## src/core/cat_pkg.sv

```systemverilog
// Purpose: Shared constants for the counter array time base
// Assumes: mclk is the oscillator clock of the counter array
// Notes: Register indices times four give the Avalon byte address
package cat_pkg;
  // Avalon byte address width
  localparam int ADDR_W = 10;
  // Register indices
  localparam logic [7:0] IDX_MODE = 8'hD9;
  localparam logic [7:0] IDX_CTRL = 8'hD8;
  localparam logic [7:0] IDX_CNT_LO = 8'h00;
  localparam logic [7:0] IDX_CNT_HI = 8'h01;
  localparam logic [7:0] IDX_AUX = 8'h02;
  localparam logic [7:0] IDX_IRQ_STAT = 8'h03;
  localparam logic [7:0] IDX_IRQ_MASK = 8'h04;
  // Mode register fields
  localparam int MODE_IDLE_GATE = 7;
  localparam int MODE_WDT_EN = 6;
  localparam int MODE_SEL_HI = 2;
  localparam int MODE_SEL_LO = 1;
  localparam int MODE_OVF_IE = 0;
  // Control register fields
  localparam int CTRL_OVF = 7;
  localparam int CTRL_RUN = 6;
  localparam int NUM_MODULES = 5;
  // Auxiliary register fields
  localparam int AUX_DOUBLE_SPEED = 0;
  // Interrupt status layout
  localparam int IRQ_W = 6;
  localparam int IRQ_OVF = 0;
  localparam int IRQ_MOD_LO = 1;
  // Reset values and counter wrap value
  localparam logic [7:0] MODE_RST = 8'h00;
  localparam logic [15:0] CNT_RST = 16'h0000;
  localparam logic [15:0] CNT_ALL_ONES = 16'hFFFF;
  // Oscillator cycles per count event
  localparam logic [3:0] PRE_STD_SLOW = 4'hC;
  localparam logic [3:0] PRE_X2_SLOW = 4'h6;
  localparam logic [3:0] PRE_STD_FAST = 4'h4;
  localparam logic [3:0] PRE_X2_FAST = 4'h2;

  typedef enum logic [1:0] {
    SRC_OSC_SLOW,
    SRC_OSC_FAST,
    SRC_TIMER0,
    SRC_EXT_PIN
  } cat_src_type;
endpackage

```

## src/core/cat_rate_gen.sv

```systemverilog
// Purpose: Count-event source for the counter array time base
// Assumes: timer0_overflow is a one-cycle pulse on mclk
// Notes: External pin counts falling edges after a two-stage sync
`timescale 1ns/100ps
module cat_rate_gen #(
  parameter int PRE_W = 4
) (
  // Clock, reset, enable
  input wire logic mclk,
  input wire logic rst_n,
  input wire logic clk_en,
  // Source control
  input wire logic [1:0] count_select,
  input wire logic double_speed,
  // Event inputs
  input wire logic timer0_overflow,
  input wire logic external_count_input,
  // Selected count event
  output logic count_tick
);
  cat_pkg::cat_src_type src;
  logic [PRE_W-1:0] pre_r;
  logic [PRE_W-1:0] div;
  logic pre_hit;
  logic sync1_r;
  logic sync2_r;
  logic sync3_r;
  logic ext_fall;
  logic tick_r;

  assign src = cat_pkg::cat_src_type'(count_select);

  always_comb begin
    if (src == cat_pkg::SRC_OSC_SLOW) begin
      div = double_speed ? cat_pkg::PRE_X2_SLOW : cat_pkg::PRE_STD_SLOW;
    end else begin
      div = double_speed ? cat_pkg::PRE_X2_FAST : cat_pkg::PRE_STD_FAST;
    end
  end

  // Compare with >= so a select change never strands the count
  assign pre_hit = (pre_r >= div - 4'h1);

  always_ff @(posedge mclk) begin
    if (!rst_n) begin
      pre_r <= '0;
    end else if (clk_en) begin
      pre_r <= pre_hit ? '0 : pre_r + 4'h1;
    end
  end

  always_ff @(posedge mclk) begin
    if (!rst_n) begin
      sync1_r <= 1'b1;
      sync2_r <= 1'b1;
      sync3_r <= 1'b1;
    end else if (clk_en) begin
      sync1_r <= external_count_input;
      sync2_r <= sync1_r;
      sync3_r <= sync2_r;
    end
  end

  assign ext_fall = sync3_r & ~sync2_r;

  always_ff @(posedge mclk) begin
    if (!rst_n) begin
      tick_r <= 1'b0;
    end else if (clk_en) begin
      case (src)
        cat_pkg::SRC_OSC_SLOW: tick_r <= pre_hit;
        cat_pkg::SRC_OSC_FAST: tick_r <= pre_hit;
        cat_pkg::SRC_TIMER0: tick_r <= timer0_overflow;
        default: tick_r <= ext_fall;
      endcase
    end
  end

  assign count_tick = tick_r & clk_en;

  a_timer0_tick: assert property (@(posedge mclk) disable iff (!rst_n)
    clk_en && src == cat_pkg::SRC_TIMER0 && timer0_overflow
    |=> tick_r)
    else $error("timer 0 overflow did not give a count event");

  a_ext_tick: assert property (@(posedge mclk) disable iff (!rst_n)
    clk_en && src == cat_pkg::SRC_EXT_PIN && ext_fall
    |=> tick_r)
    else $error("pin edge did not give a count event");
endmodule

```

## src/core/cat_timebase.sv

```systemverilog
// Purpose: Shared 16-bit time base of a programmable counter array
// Assumes: Avalon-MM slave on mclk, all event inputs on mclk
// Notes: One wait state per access; reserved bits read as zero
// Notes on behaviour
// 16-bit counter counts events, wraps as overflow
// Counter advances only while run bit set
// Two select bits pick the count source
// Idle gate bit stops counting during idle
// Watchdog on module 4 follows enable bit
// Counter wrap sets the overflow flag
// Overflow requests interrupt only when enabled
// Only a software zero write clears overflow
// Software writing one sets overflow flag
// Module match or capture sets its flag
// Only software zero write clears module flags
// Mode register fields reset to zero
// Software writes zero to reserved bits
// Double speed halves internal source periods
`timescale 1ns/100ps
module cat_timebase (
  // Clock, reset, enable
  input wire logic mclk,
  input wire logic rst_n,
  input wire logic clk_en,
  // Avalon-MM slave
  input wire logic [cat_pkg::ADDR_W-1:0] avs_address,
  input wire logic avs_read,
  input wire logic avs_write,
  input wire logic [31:0] avs_writedata,
  input wire logic [3:0] avs_byteenable,
  output logic [31:0] avs_readdata,
  output logic avs_waitrequest,
  // Count sources and system state
  input wire logic timer0_overflow,
  input wire logic external_count_input,
  input wire logic cpu_idle,
  // Compare and capture modules
  input wire logic [cat_pkg::NUM_MODULES-1:0] module_event,
  output logic [15:0] counter_value,
  output logic counter_advance,
  output logic watchdog_enable_m4,
  // Interrupts
  output logic overflow_irq_req,
  output logic irq
);
  logic [7:0] mode_r;
  logic overflow_flag_r;
  logic run_control_r;
  logic [cat_pkg::NUM_MODULES-1:0] mflag_r;
  logic [15:0] cnt_r;
  logic double_speed_r;
  logic [cat_pkg::IRQ_W-1:0] ist_r;
  logic [cat_pkg::IRQ_W-1:0] imsk_r;
  logic ack_r;
  logic [31:0] rdata_r;
  logic [31:0] rd_val;
  logic sel_mode;
  logic sel_ctrl;
  logic sel_lo;
  logic sel_hi;
  logic sel_aux;
  logic sel_ist;
  logic sel_imsk;
  logic wr_go;
  logic [7:0] wd;
  logic tick;
  logic advance;
  logic cnt_wr;
  logic wrap;
  logic [cat_pkg::IRQ_W-1:0] irq_ev;

  // Address decode, byte address is four times the index
  always_comb begin
    sel_mode = 1'b0;
    sel_ctrl = 1'b0;
    sel_lo = 1'b0;
    sel_hi = 1'b0;
    sel_aux = 1'b0;
    sel_ist = 1'b0;
    sel_imsk = 1'b0;
    if (avs_address == {cat_pkg::IDX_MODE, 2'b00}) begin
      sel_mode = 1'b1;
    end else if (avs_address == {cat_pkg::IDX_CTRL, 2'b00}) begin
      sel_ctrl = 1'b1;
    end else if (avs_address == {cat_pkg::IDX_CNT_LO, 2'b00}) begin
      sel_lo = 1'b1;
    end else if (avs_address == {cat_pkg::IDX_CNT_HI, 2'b00}) begin
      sel_hi = 1'b1;
    end else if (avs_address == {cat_pkg::IDX_AUX, 2'b00}) begin
      sel_aux = 1'b1;
    end else if (avs_address == {cat_pkg::IDX_IRQ_STAT, 2'b00}) begin
      sel_ist = 1'b1;
    end else if (avs_address == {cat_pkg::IDX_IRQ_MASK, 2'b00}) begin
      sel_imsk = 1'b1;
    end
  end

  // Fixed single wait state keeps read data registered
  // Held off while frozen, else a write would be lost
  assign avs_waitrequest = (avs_read | avs_write) & ~(ack_r & clk_en);
  assign wr_go = avs_write & ack_r & clk_en & avs_byteenable[0];
  assign wd = avs_writedata[7:0];
  assign avs_readdata = rdata_r;

  always_ff @(posedge mclk) begin
    if (!rst_n) begin
      ack_r <= 1'b0;
    end else if (clk_en) begin
      ack_r <= (avs_read | avs_write) & ~ack_r;
    end
  end

  always_comb begin
    rd_val = 32'h00000000;
    if (sel_mode) begin
      // Reserved bits 5..3 read as zero
      rd_val[7:0] = {mode_r[7:6], 3'b000, mode_r[2:0]};
    end else if (sel_ctrl) begin
      rd_val[7:0] = {overflow_flag_r, run_control_r, 1'b0, mflag_r};
    end else if (sel_lo) begin
      rd_val[7:0] = cnt_r[7:0];
    end else if (sel_hi) begin
      rd_val[7:0] = cnt_r[15:8];
    end else if (sel_aux) begin
      rd_val[cat_pkg::AUX_DOUBLE_SPEED] = double_speed_r;
    end else if (sel_ist) begin
      rd_val[cat_pkg::IRQ_W-1:0] = ist_r;
    end else if (sel_imsk) begin
      rd_val[cat_pkg::IRQ_W-1:0] = imsk_r;
    end
  end

  always_ff @(posedge mclk) begin
    if (!rst_n) begin
      rdata_r <= 32'h00000000;
    end else if (clk_en && avs_read && !ack_r) begin
      rdata_r <= rd_val;
    end
  end

  // Mode register, reserved bits kept at zero
  always_ff @(posedge mclk) begin
    if (!rst_n) begin
      mode_r <= cat_pkg::MODE_RST;
    end else if (wr_go && sel_mode) begin
      mode_r <= {wd[7:6], 3'b000, wd[2:0]};
    end
  end

  always_ff @(posedge mclk) begin
    if (!rst_n) begin
      double_speed_r <= 1'b0;
    end else if (wr_go && sel_aux) begin
      double_speed_r <= wd[cat_pkg::AUX_DOUBLE_SPEED];
    end
  end

  cat_rate_gen #(
    .PRE_W(4)
  ) u_rate (
    .mclk(mclk),
    .rst_n(rst_n),
    .clk_en(clk_en),
    .count_select(mode_r[cat_pkg::MODE_SEL_HI:cat_pkg::MODE_SEL_LO]),
    .double_speed(double_speed_r),
    .timer0_overflow(timer0_overflow),
    .external_count_input(external_count_input),
    .count_tick(tick)
  );

  assign advance = tick & run_control_r
    & ~(mode_r[cat_pkg::MODE_IDLE_GATE] & cpu_idle);
  assign cnt_wr = wr_go & (sel_lo | sel_hi);
  assign wrap = advance & ~cnt_wr & (cnt_r == cat_pkg::CNT_ALL_ONES);

  // Software byte write wins over a count in the same cycle
  always_ff @(posedge mclk) begin
    if (!rst_n) begin
      cnt_r <= cat_pkg::CNT_RST;
    end else if (wr_go && sel_lo) begin
      cnt_r <= {cnt_r[15:8], wd};
    end else if (wr_go && sel_hi) begin
      cnt_r <= {wd, cnt_r[7:0]};
    end else if (advance) begin
      cnt_r <= cnt_r + 16'h0001;
    end
  end

  always_ff @(posedge mclk) begin
    if (!rst_n) begin
      run_control_r <= 1'b0;
    end else if (wr_go && sel_ctrl) begin
      run_control_r <= wd[cat_pkg::CTRL_RUN];
    end
  end

  // Hardware set beats a software clear in the same cycle
  always_ff @(posedge mclk) begin
    if (!rst_n) begin
      overflow_flag_r <= 1'b0;
    end else if (wrap) begin
      overflow_flag_r <= 1'b1;
    end else if (wr_go && sel_ctrl) begin
      overflow_flag_r <= wd[cat_pkg::CTRL_OVF];
    end
  end

  always_ff @(posedge mclk) begin
    if (!rst_n) begin
      mflag_r <= '0;
    end else if (clk_en) begin
      if (wr_go && sel_ctrl) begin
        mflag_r <= wd[cat_pkg::NUM_MODULES-1:0] | module_event;
      end else begin
        mflag_r <= mflag_r | module_event;
      end
    end
  end

  // Sticky status, write one to clear, new event wins
  assign irq_ev = {module_event & {cat_pkg::NUM_MODULES{clk_en}}, wrap};

  always_ff @(posedge mclk) begin
    if (!rst_n) begin
      ist_r <= '0;
    end else if (wr_go && sel_ist) begin
      ist_r <= (ist_r & ~wd[cat_pkg::IRQ_W-1:0]) | irq_ev;
    end else begin
      ist_r <= ist_r | irq_ev;
    end
  end

  always_ff @(posedge mclk) begin
    if (!rst_n) begin
      imsk_r <= '0;
    end else if (wr_go && sel_imsk) begin
      imsk_r <= wd[cat_pkg::IRQ_W-1:0];
    end
  end

  assign irq = |(ist_r & imsk_r);
  assign overflow_irq_req = overflow_flag_r
    & mode_r[cat_pkg::MODE_OVF_IE];
  assign watchdog_enable_m4 = mode_r[cat_pkg::MODE_WDT_EN];
  assign counter_value = cnt_r;
  assign counter_advance = advance;

  // Local checks of counter, flags and bus handshake
  a_count_step: assert property (
    @(posedge mclk) disable iff (!rst_n)
    advance && !cnt_wr |=> cnt_r == $past(cnt_r) + 16'h0001)
    else $error("counter did not step by one");

  a_freeze_count: assert property (
    @(posedge mclk) disable iff (!rst_n)
    !clk_en |=> cnt_r == $past(cnt_r))
    else $error("counter moved while the clock enable was low");

  a_run_hold: assert property (
    @(posedge mclk) disable iff (!rst_n)
    !run_control_r && !cnt_wr |=> cnt_r == $past(cnt_r))
    else $error("counter moved while stopped");

  a_run_sw_only: assert property (
    @(posedge mclk) disable iff (!rst_n)
    !(wr_go && sel_ctrl) |=> run_control_r == $past(run_control_r))
    else $error("run bit changed without a control write");

  a_idle_gate: assert property (
    @(posedge mclk) disable iff (!rst_n)
    mode_r[cat_pkg::MODE_IDLE_GATE] && cpu_idle && !cnt_wr
    |=> cnt_r == $past(cnt_r))
    else $error("counter moved while gated in idle");

  a_wdt_enable: assert property (
    @(posedge mclk) disable iff (!rst_n)
    wr_go && sel_mode
    |=> watchdog_enable_m4 == $past(wd[cat_pkg::MODE_WDT_EN]))
    else $error("watchdog enable does not follow mode write");

  a_mode_hold: assert property (
    @(posedge mclk) disable iff (!rst_n)
    !(wr_go && sel_mode) |=> mode_r == $past(mode_r))
    else $error("mode register changed without a write");

  a_ovf_set: assert property (
    @(posedge mclk) disable iff (!rst_n)
    advance && !cnt_wr && cnt_r == cat_pkg::CNT_ALL_ONES
    |=> overflow_flag_r && cnt_r == cat_pkg::CNT_RST)
    else $error("wrap did not set overflow flag");

  a_ovf_status: assert property (
    @(posedge mclk) disable iff (!rst_n)
    wrap |=> ist_r[cat_pkg::IRQ_OVF])
    else $error("wrap did not set its status bit");

  a_ovf_irq_gate: assert property (
    @(posedge mclk) disable iff (!rst_n)
    !mode_r[cat_pkg::MODE_OVF_IE] |-> !overflow_irq_req)
    else $error("overflow request while disabled");

  a_ovf_sticky: assert property (
    @(posedge mclk) disable iff (!rst_n)
    overflow_flag_r && !(wr_go && sel_ctrl) |=> overflow_flag_r)
    else $error("overflow flag cleared by hardware");

  a_ovf_sw_set: assert property (
    @(posedge mclk) disable iff (!rst_n)
    wr_go && sel_ctrl && wd[cat_pkg::CTRL_OVF] |=> overflow_flag_r)
    else $error("software set of overflow flag lost");

  a_mod_set: assert property (
    @(posedge mclk) disable iff (!rst_n)
    clk_en && module_event != '0
    |=> (mflag_r & $past(module_event)) == $past(module_event))
    else $error("module event did not set its flag");

  a_mod_sticky: assert property (
    @(posedge mclk) disable iff (!rst_n)
    !(wr_go && sel_ctrl) |=> (mflag_r & $past(mflag_r)) == $past(mflag_r))
    else $error("module flag cleared by hardware");

  a_flag_freeze: assert property (
    @(posedge mclk) disable iff (!rst_n)
    !clk_en |=> overflow_flag_r == $past(overflow_flag_r)
      && mflag_r == $past(mflag_r))
    else $error("flags changed while the clock enable was low");

  a_stat_sticky: assert property (
    @(posedge mclk) disable iff (!rst_n)
    !(wr_go && sel_ist) |=> (ist_r & $past(ist_r)) == $past(ist_r))
    else $error("status bit cleared without a write");

  a_bus_first: assert property (
    @(posedge mclk) disable iff (!rst_n)
    (avs_read || avs_write) && !ack_r |-> avs_waitrequest)
    else $error("bus answered in the cycle of the request");

  a_bus_frozen: assert property (
    @(posedge mclk) disable iff (!rst_n)
    (avs_read || avs_write) && !clk_en |-> avs_waitrequest)
    else $error("bus answered while the clock enable was low");

  a_bus_answer: assert property (
    @(posedge mclk) disable iff (!rst_n)
    (avs_read || avs_write) && !ack_r && clk_en
    ##1 (avs_read || avs_write) && clk_en |-> !avs_waitrequest)
    else $error("bus did not answer one cycle after the request");
endmodule

```

## config.mk

```make
export PLATFORM = sky130hd
export DESIGN_NAME = cat_timebase
export DESIGN_NICKNAME = d
export VERILOG_FILES = /design/src/core/cat_pkg.sv /design/src/core/cat_rate_gen.sv /design/src/core/cat_timebase.sv
export SDC_FILE = /design/constraint.sdc
export NUM_CORES = 1
export LEC_CHECK = 0
export ABC_CLOCK_PERIOD_IN_PS = 2300
export BUFFER_PORTS_ARGS = -buffer_cell sky130_fd_sc_hd__buf_2
export CAP_MARGIN = 5
export CORE_ASPECT_RATIO = 1.4
export CORE_MARGIN = 5
export CORE_UTILIZATION = 45
export CTS_BUF_LIST = sky130_fd_sc_hd__clkbuf_4
export CTS_CLUSTER_DIAMETER = 100
export CTS_CLUSTER_SIZE = 20
export DETAILED_ROUTE_END_ITERATION = 16
export PLACE_DENSITY = 0.73
export SYNTH_ARGS = -nofsm -noshare
export SYNTH_HDL_FRONTEND = slang
export SYNTH_SLANG_ARGS = --single-unit
export TNS_END_PERCENT = 20
```

## constraint.sdc

```tcl
create_clock -name mclk -period 2.3 [get_ports mclk]
set_clock_uncertainty 0.15 [all_clocks]
set_input_delay 0.46 -clock mclk [delete_from_list [all_inputs] [get_ports mclk]]
set_output_delay 0.46 -clock mclk [all_outputs]
set_load 0.005 [all_outputs]
```

==> impl_metrics.tcl <==
set metrics [dict create \
    dr_total_vias 3624 \
    crit_family "simple AND/OR/NAND/NOR gates" \
    finalHoldViolations 0 \
    fillers 751 \
    synthDistinctLibCells 62 \
    crit_required_ns 1.69 \
    synth_edf_count 0 \
    post-route-period-util 0.947 \
    syn_inst 419 \
    power_mw 1.96 \
    clock_sinks 58 \
    clk_pin_slew_ns 0.10 \
    initial_core_util 0.464 \
    synth-seq-cells 58 \
    min_period_ns 2.18 \
    crit_arrival_ns 1.57 \
    grt_overflow 0 \
    grt_first_pass_wirelength_um 17300 \
    port_buffers 60 \
    grt_pass1_vias 3436 \
    crit_chain "and3_1 > nand2_1 > inv_2 > buf_2" \
    finalNonFillerCells 598 \
    report.final.slew_viol_count 0 \
    ctsHoldBuffers 0 \
    p_leak_nw 1.65 \
    grt_max_degree 34 \
    syn_avg_cell_area_sq_um 8.21 \
    holdWs_ns 0.111 \
    crit_path_start_kind "flop" \
    synth_top_area_frac 0.338 \
    nets 562 \
    setup_tns_ns 0 \
    ios 112 \
    die_y_um 113 \
    clockBufferDepth 2 \
    wl_um 10900 \
    cts_tree "done" \
    root_buffer "clkbuf_4" \
    dieArea_sq_um 9520 \
    drt_iter0_drc 271 \
    dieWidth_um 83.9 \
    synth_seq_area_share 0.338 \
    syn_area_sq_um 3440 \
    cts_max_level 3 \
    slowest_stage "dfxtp_1" \
    powerDensity_nw_per_um2 485 \
    wire_per_inst_um 18.2 \
    synthToLayoutAreaGrowth_pct 17.1 \
    maxCapViolCount 0 \
    crit_path_end_kind "primary output" \
    vdd_ir_drop_max_uv 300 \
    hpwl_um 8120 \
    synthSimpleGateAreaFrac 0.248 \
    drt_first_pass_iters 5 \
    rsz0062_at_grt "no" \
    numCtsBuffers 9 \
    fmax_ghz 0.459 \
    crit_type "reg2out" \
    synth-main-ff-cell "dfxtp_1" \
    crit_buf_inv 2 \
    diodes 0 \
    synthArstFlopShare 0 \
    vias_per_cell 6.06 \
    worstSkewPairLatency_ns 0.42 \
    synth_fa_ha_area_frac 0.0182 \
    synthMuxAreaShare 0.0560 \
    status "completed" \
    core_sq_um 7410 \
    worst_pin_slew_ns 0.553 \
    rows 37 \
    setup_viol 0 \
    yosysTopAreaCell "dfxtp_1" \
    place.gp.congestion 0.963 \
    synth_compound_area_frac 0.226 \
    relSlewSlack 0.631 \
    postCtsSetupBuffers 0 \
    slowest_delay_ns 0.36 \
    min_path_type "in2reg" \
    preCtsSetupSlack_ns 0.00170 \
    path_max_fanout 9 \
    synth_warnings 0 \
    antenna_found_initial 0 \
    synth_top_family_by_area "simple AND/OR/NAND/NOR gates" \
    reg2reg_slack_ns 0.20 \
    grt_usage 0.227 \
    yosys-top-cells-area "dfxtp_1 (34%), a21oi_1 (5.7%), buf_4 (5.2%), mux2i_1 (4.9%), o21ai_0 (4.1%)" \
    dpl.cell_count 584 \
    drc_errors 0 \
    antenna_left 0 \
    drive_above_1_share 0.230 \
    setup_ws_ns 0.122 \
    synth_xor_area_frac 0.0255 \
]
==> cells in the final DEF, fill, tap and decap left out, types with 4 or more instances in the layout <==
master    instances
buf_4            27
nand2b_1          5
mux2i_1          17
nor4_1            8
clkbuf_4          9
conb_1           24
a32o_1            4
o21ai_0          28
and3_1            5
and2_1            9
a211oi_1          6
ha_1              5
o22ai_1           5
a311oi_1          5
buf_2            60
a21oi_1          39
nand4_1           7
nor2_1           26
or3_1             6
a31oi_1           6
nand3_1          14
nor3_1           15
a22oi_1           6
xnor2_1           9
nand2_1          33
inv_1             5
dfxtp_1          58
==> where the power goes <==
| group | switching, mW | leakage (nW) | internal (mW) |
|---|---|---|---|
| Clock | 0.378 | 0.0665 | 0.309 |
| Sequential | 0.0192 | 0.471 | 1.03 |
| Combinational | 0.140 | 1.11 | 0.0822 |
| Total | 0.537 | 1.65 | 1.42 |
==> synth_stat cells, types with 4 or more instances <==
master    number
and3_1         5
a21oi_1       39
nand4_1        7
nor3_1        15
o22ai_1        5
nand2_1       33
buf_4         24
clkbuf_1       8
mux2i_1       17
dfxtp_1       58
a31oi_1        6
nand2b_1       5
buf_2          5
buf_1          5
inv_1          6
a22oi_1        6
nor2_1        26
ha_1           5
and2_1         9
a311oi_1       5
nand3_1       14
xnor2_1        9
a32o_1         4
o21ai_0       28
or3_1          6
nor4_1         8
a211oi_1       6
==> registers in the layout (all words and copies together) (netlist names), 4 cells and up <==
signal         cells
u_rate.pre_r       4
counter_value     16
ist_r              6
avs_readdata       8
mflag_r            5
imsk_r             6
mode_r             5
==> area by class of cell <==
class,instances,area [sq um],share of cell area
Sequential cell,58,1160,0.288
Clock inverter,5,47.5,0.0118
Tap cell,97,121,0.0301
Clock buffer,9,67.6,0.0168
Inverter,7,26.3,0.00652
Timing Repair Buffer,89,543,0.135
Multi-Input combinational cell,333,2060,0.512
==> stage by stage <==
step / cell area (sq um) / util
3_5_place_dp: 3910 / 0.528
2_1_floorplan: 3530 / -
6_report: 4030 / 0.544
5_1_grt: 4030 / 0.544
4_1_cts: 4030 / 0.544
3_3_place_gp: 3910 / 0.528
==> timing repair <==
item	in CTS	in global routing
setup endpoints to repair	0	1
hold endpoints to repair	0	0
gates resized for setup	0	1
==> cells by family after synthesis <==
kind of cell,count (synthesis)
buffers and inverters,51
other,1
muxes,19
DFF,58
AOI/OAI and AO/OA,123
xor gates and xnor gates,10
adders and majority gates,5
and+or+nand+nor,152
==> tightest hold or removal path, stage by stage <==
cell     delay [ns]
buf_2          0.07
mux2i_1        0.06
nand2_1        0.06
==> layer usage <==
metal	vias to the layer above	track usage	routed length, um	part of all wire
met3	35	0.0426	772	0.071
met2	167	0.400	5510	0.51
li1	1682	-	-	-
met5	-	0	0	0
met4	0	0.123	398	0.037
met1	1740	0.259	4220	0.39
==> worst paths after layout <==
check	start	cells past startpoint	endpoint
worst max-delay path	run_control_r	4	counter_advance
worst max register to register	double_speed_r	6	u_rate.pre_r[2]
worst min register to register	u_rate.sync1_r	2	u_rate.sync1_r
worst min-delay path	external_count_input	3	u_rate.sync1_r
(Power assumes the default switching activity.)
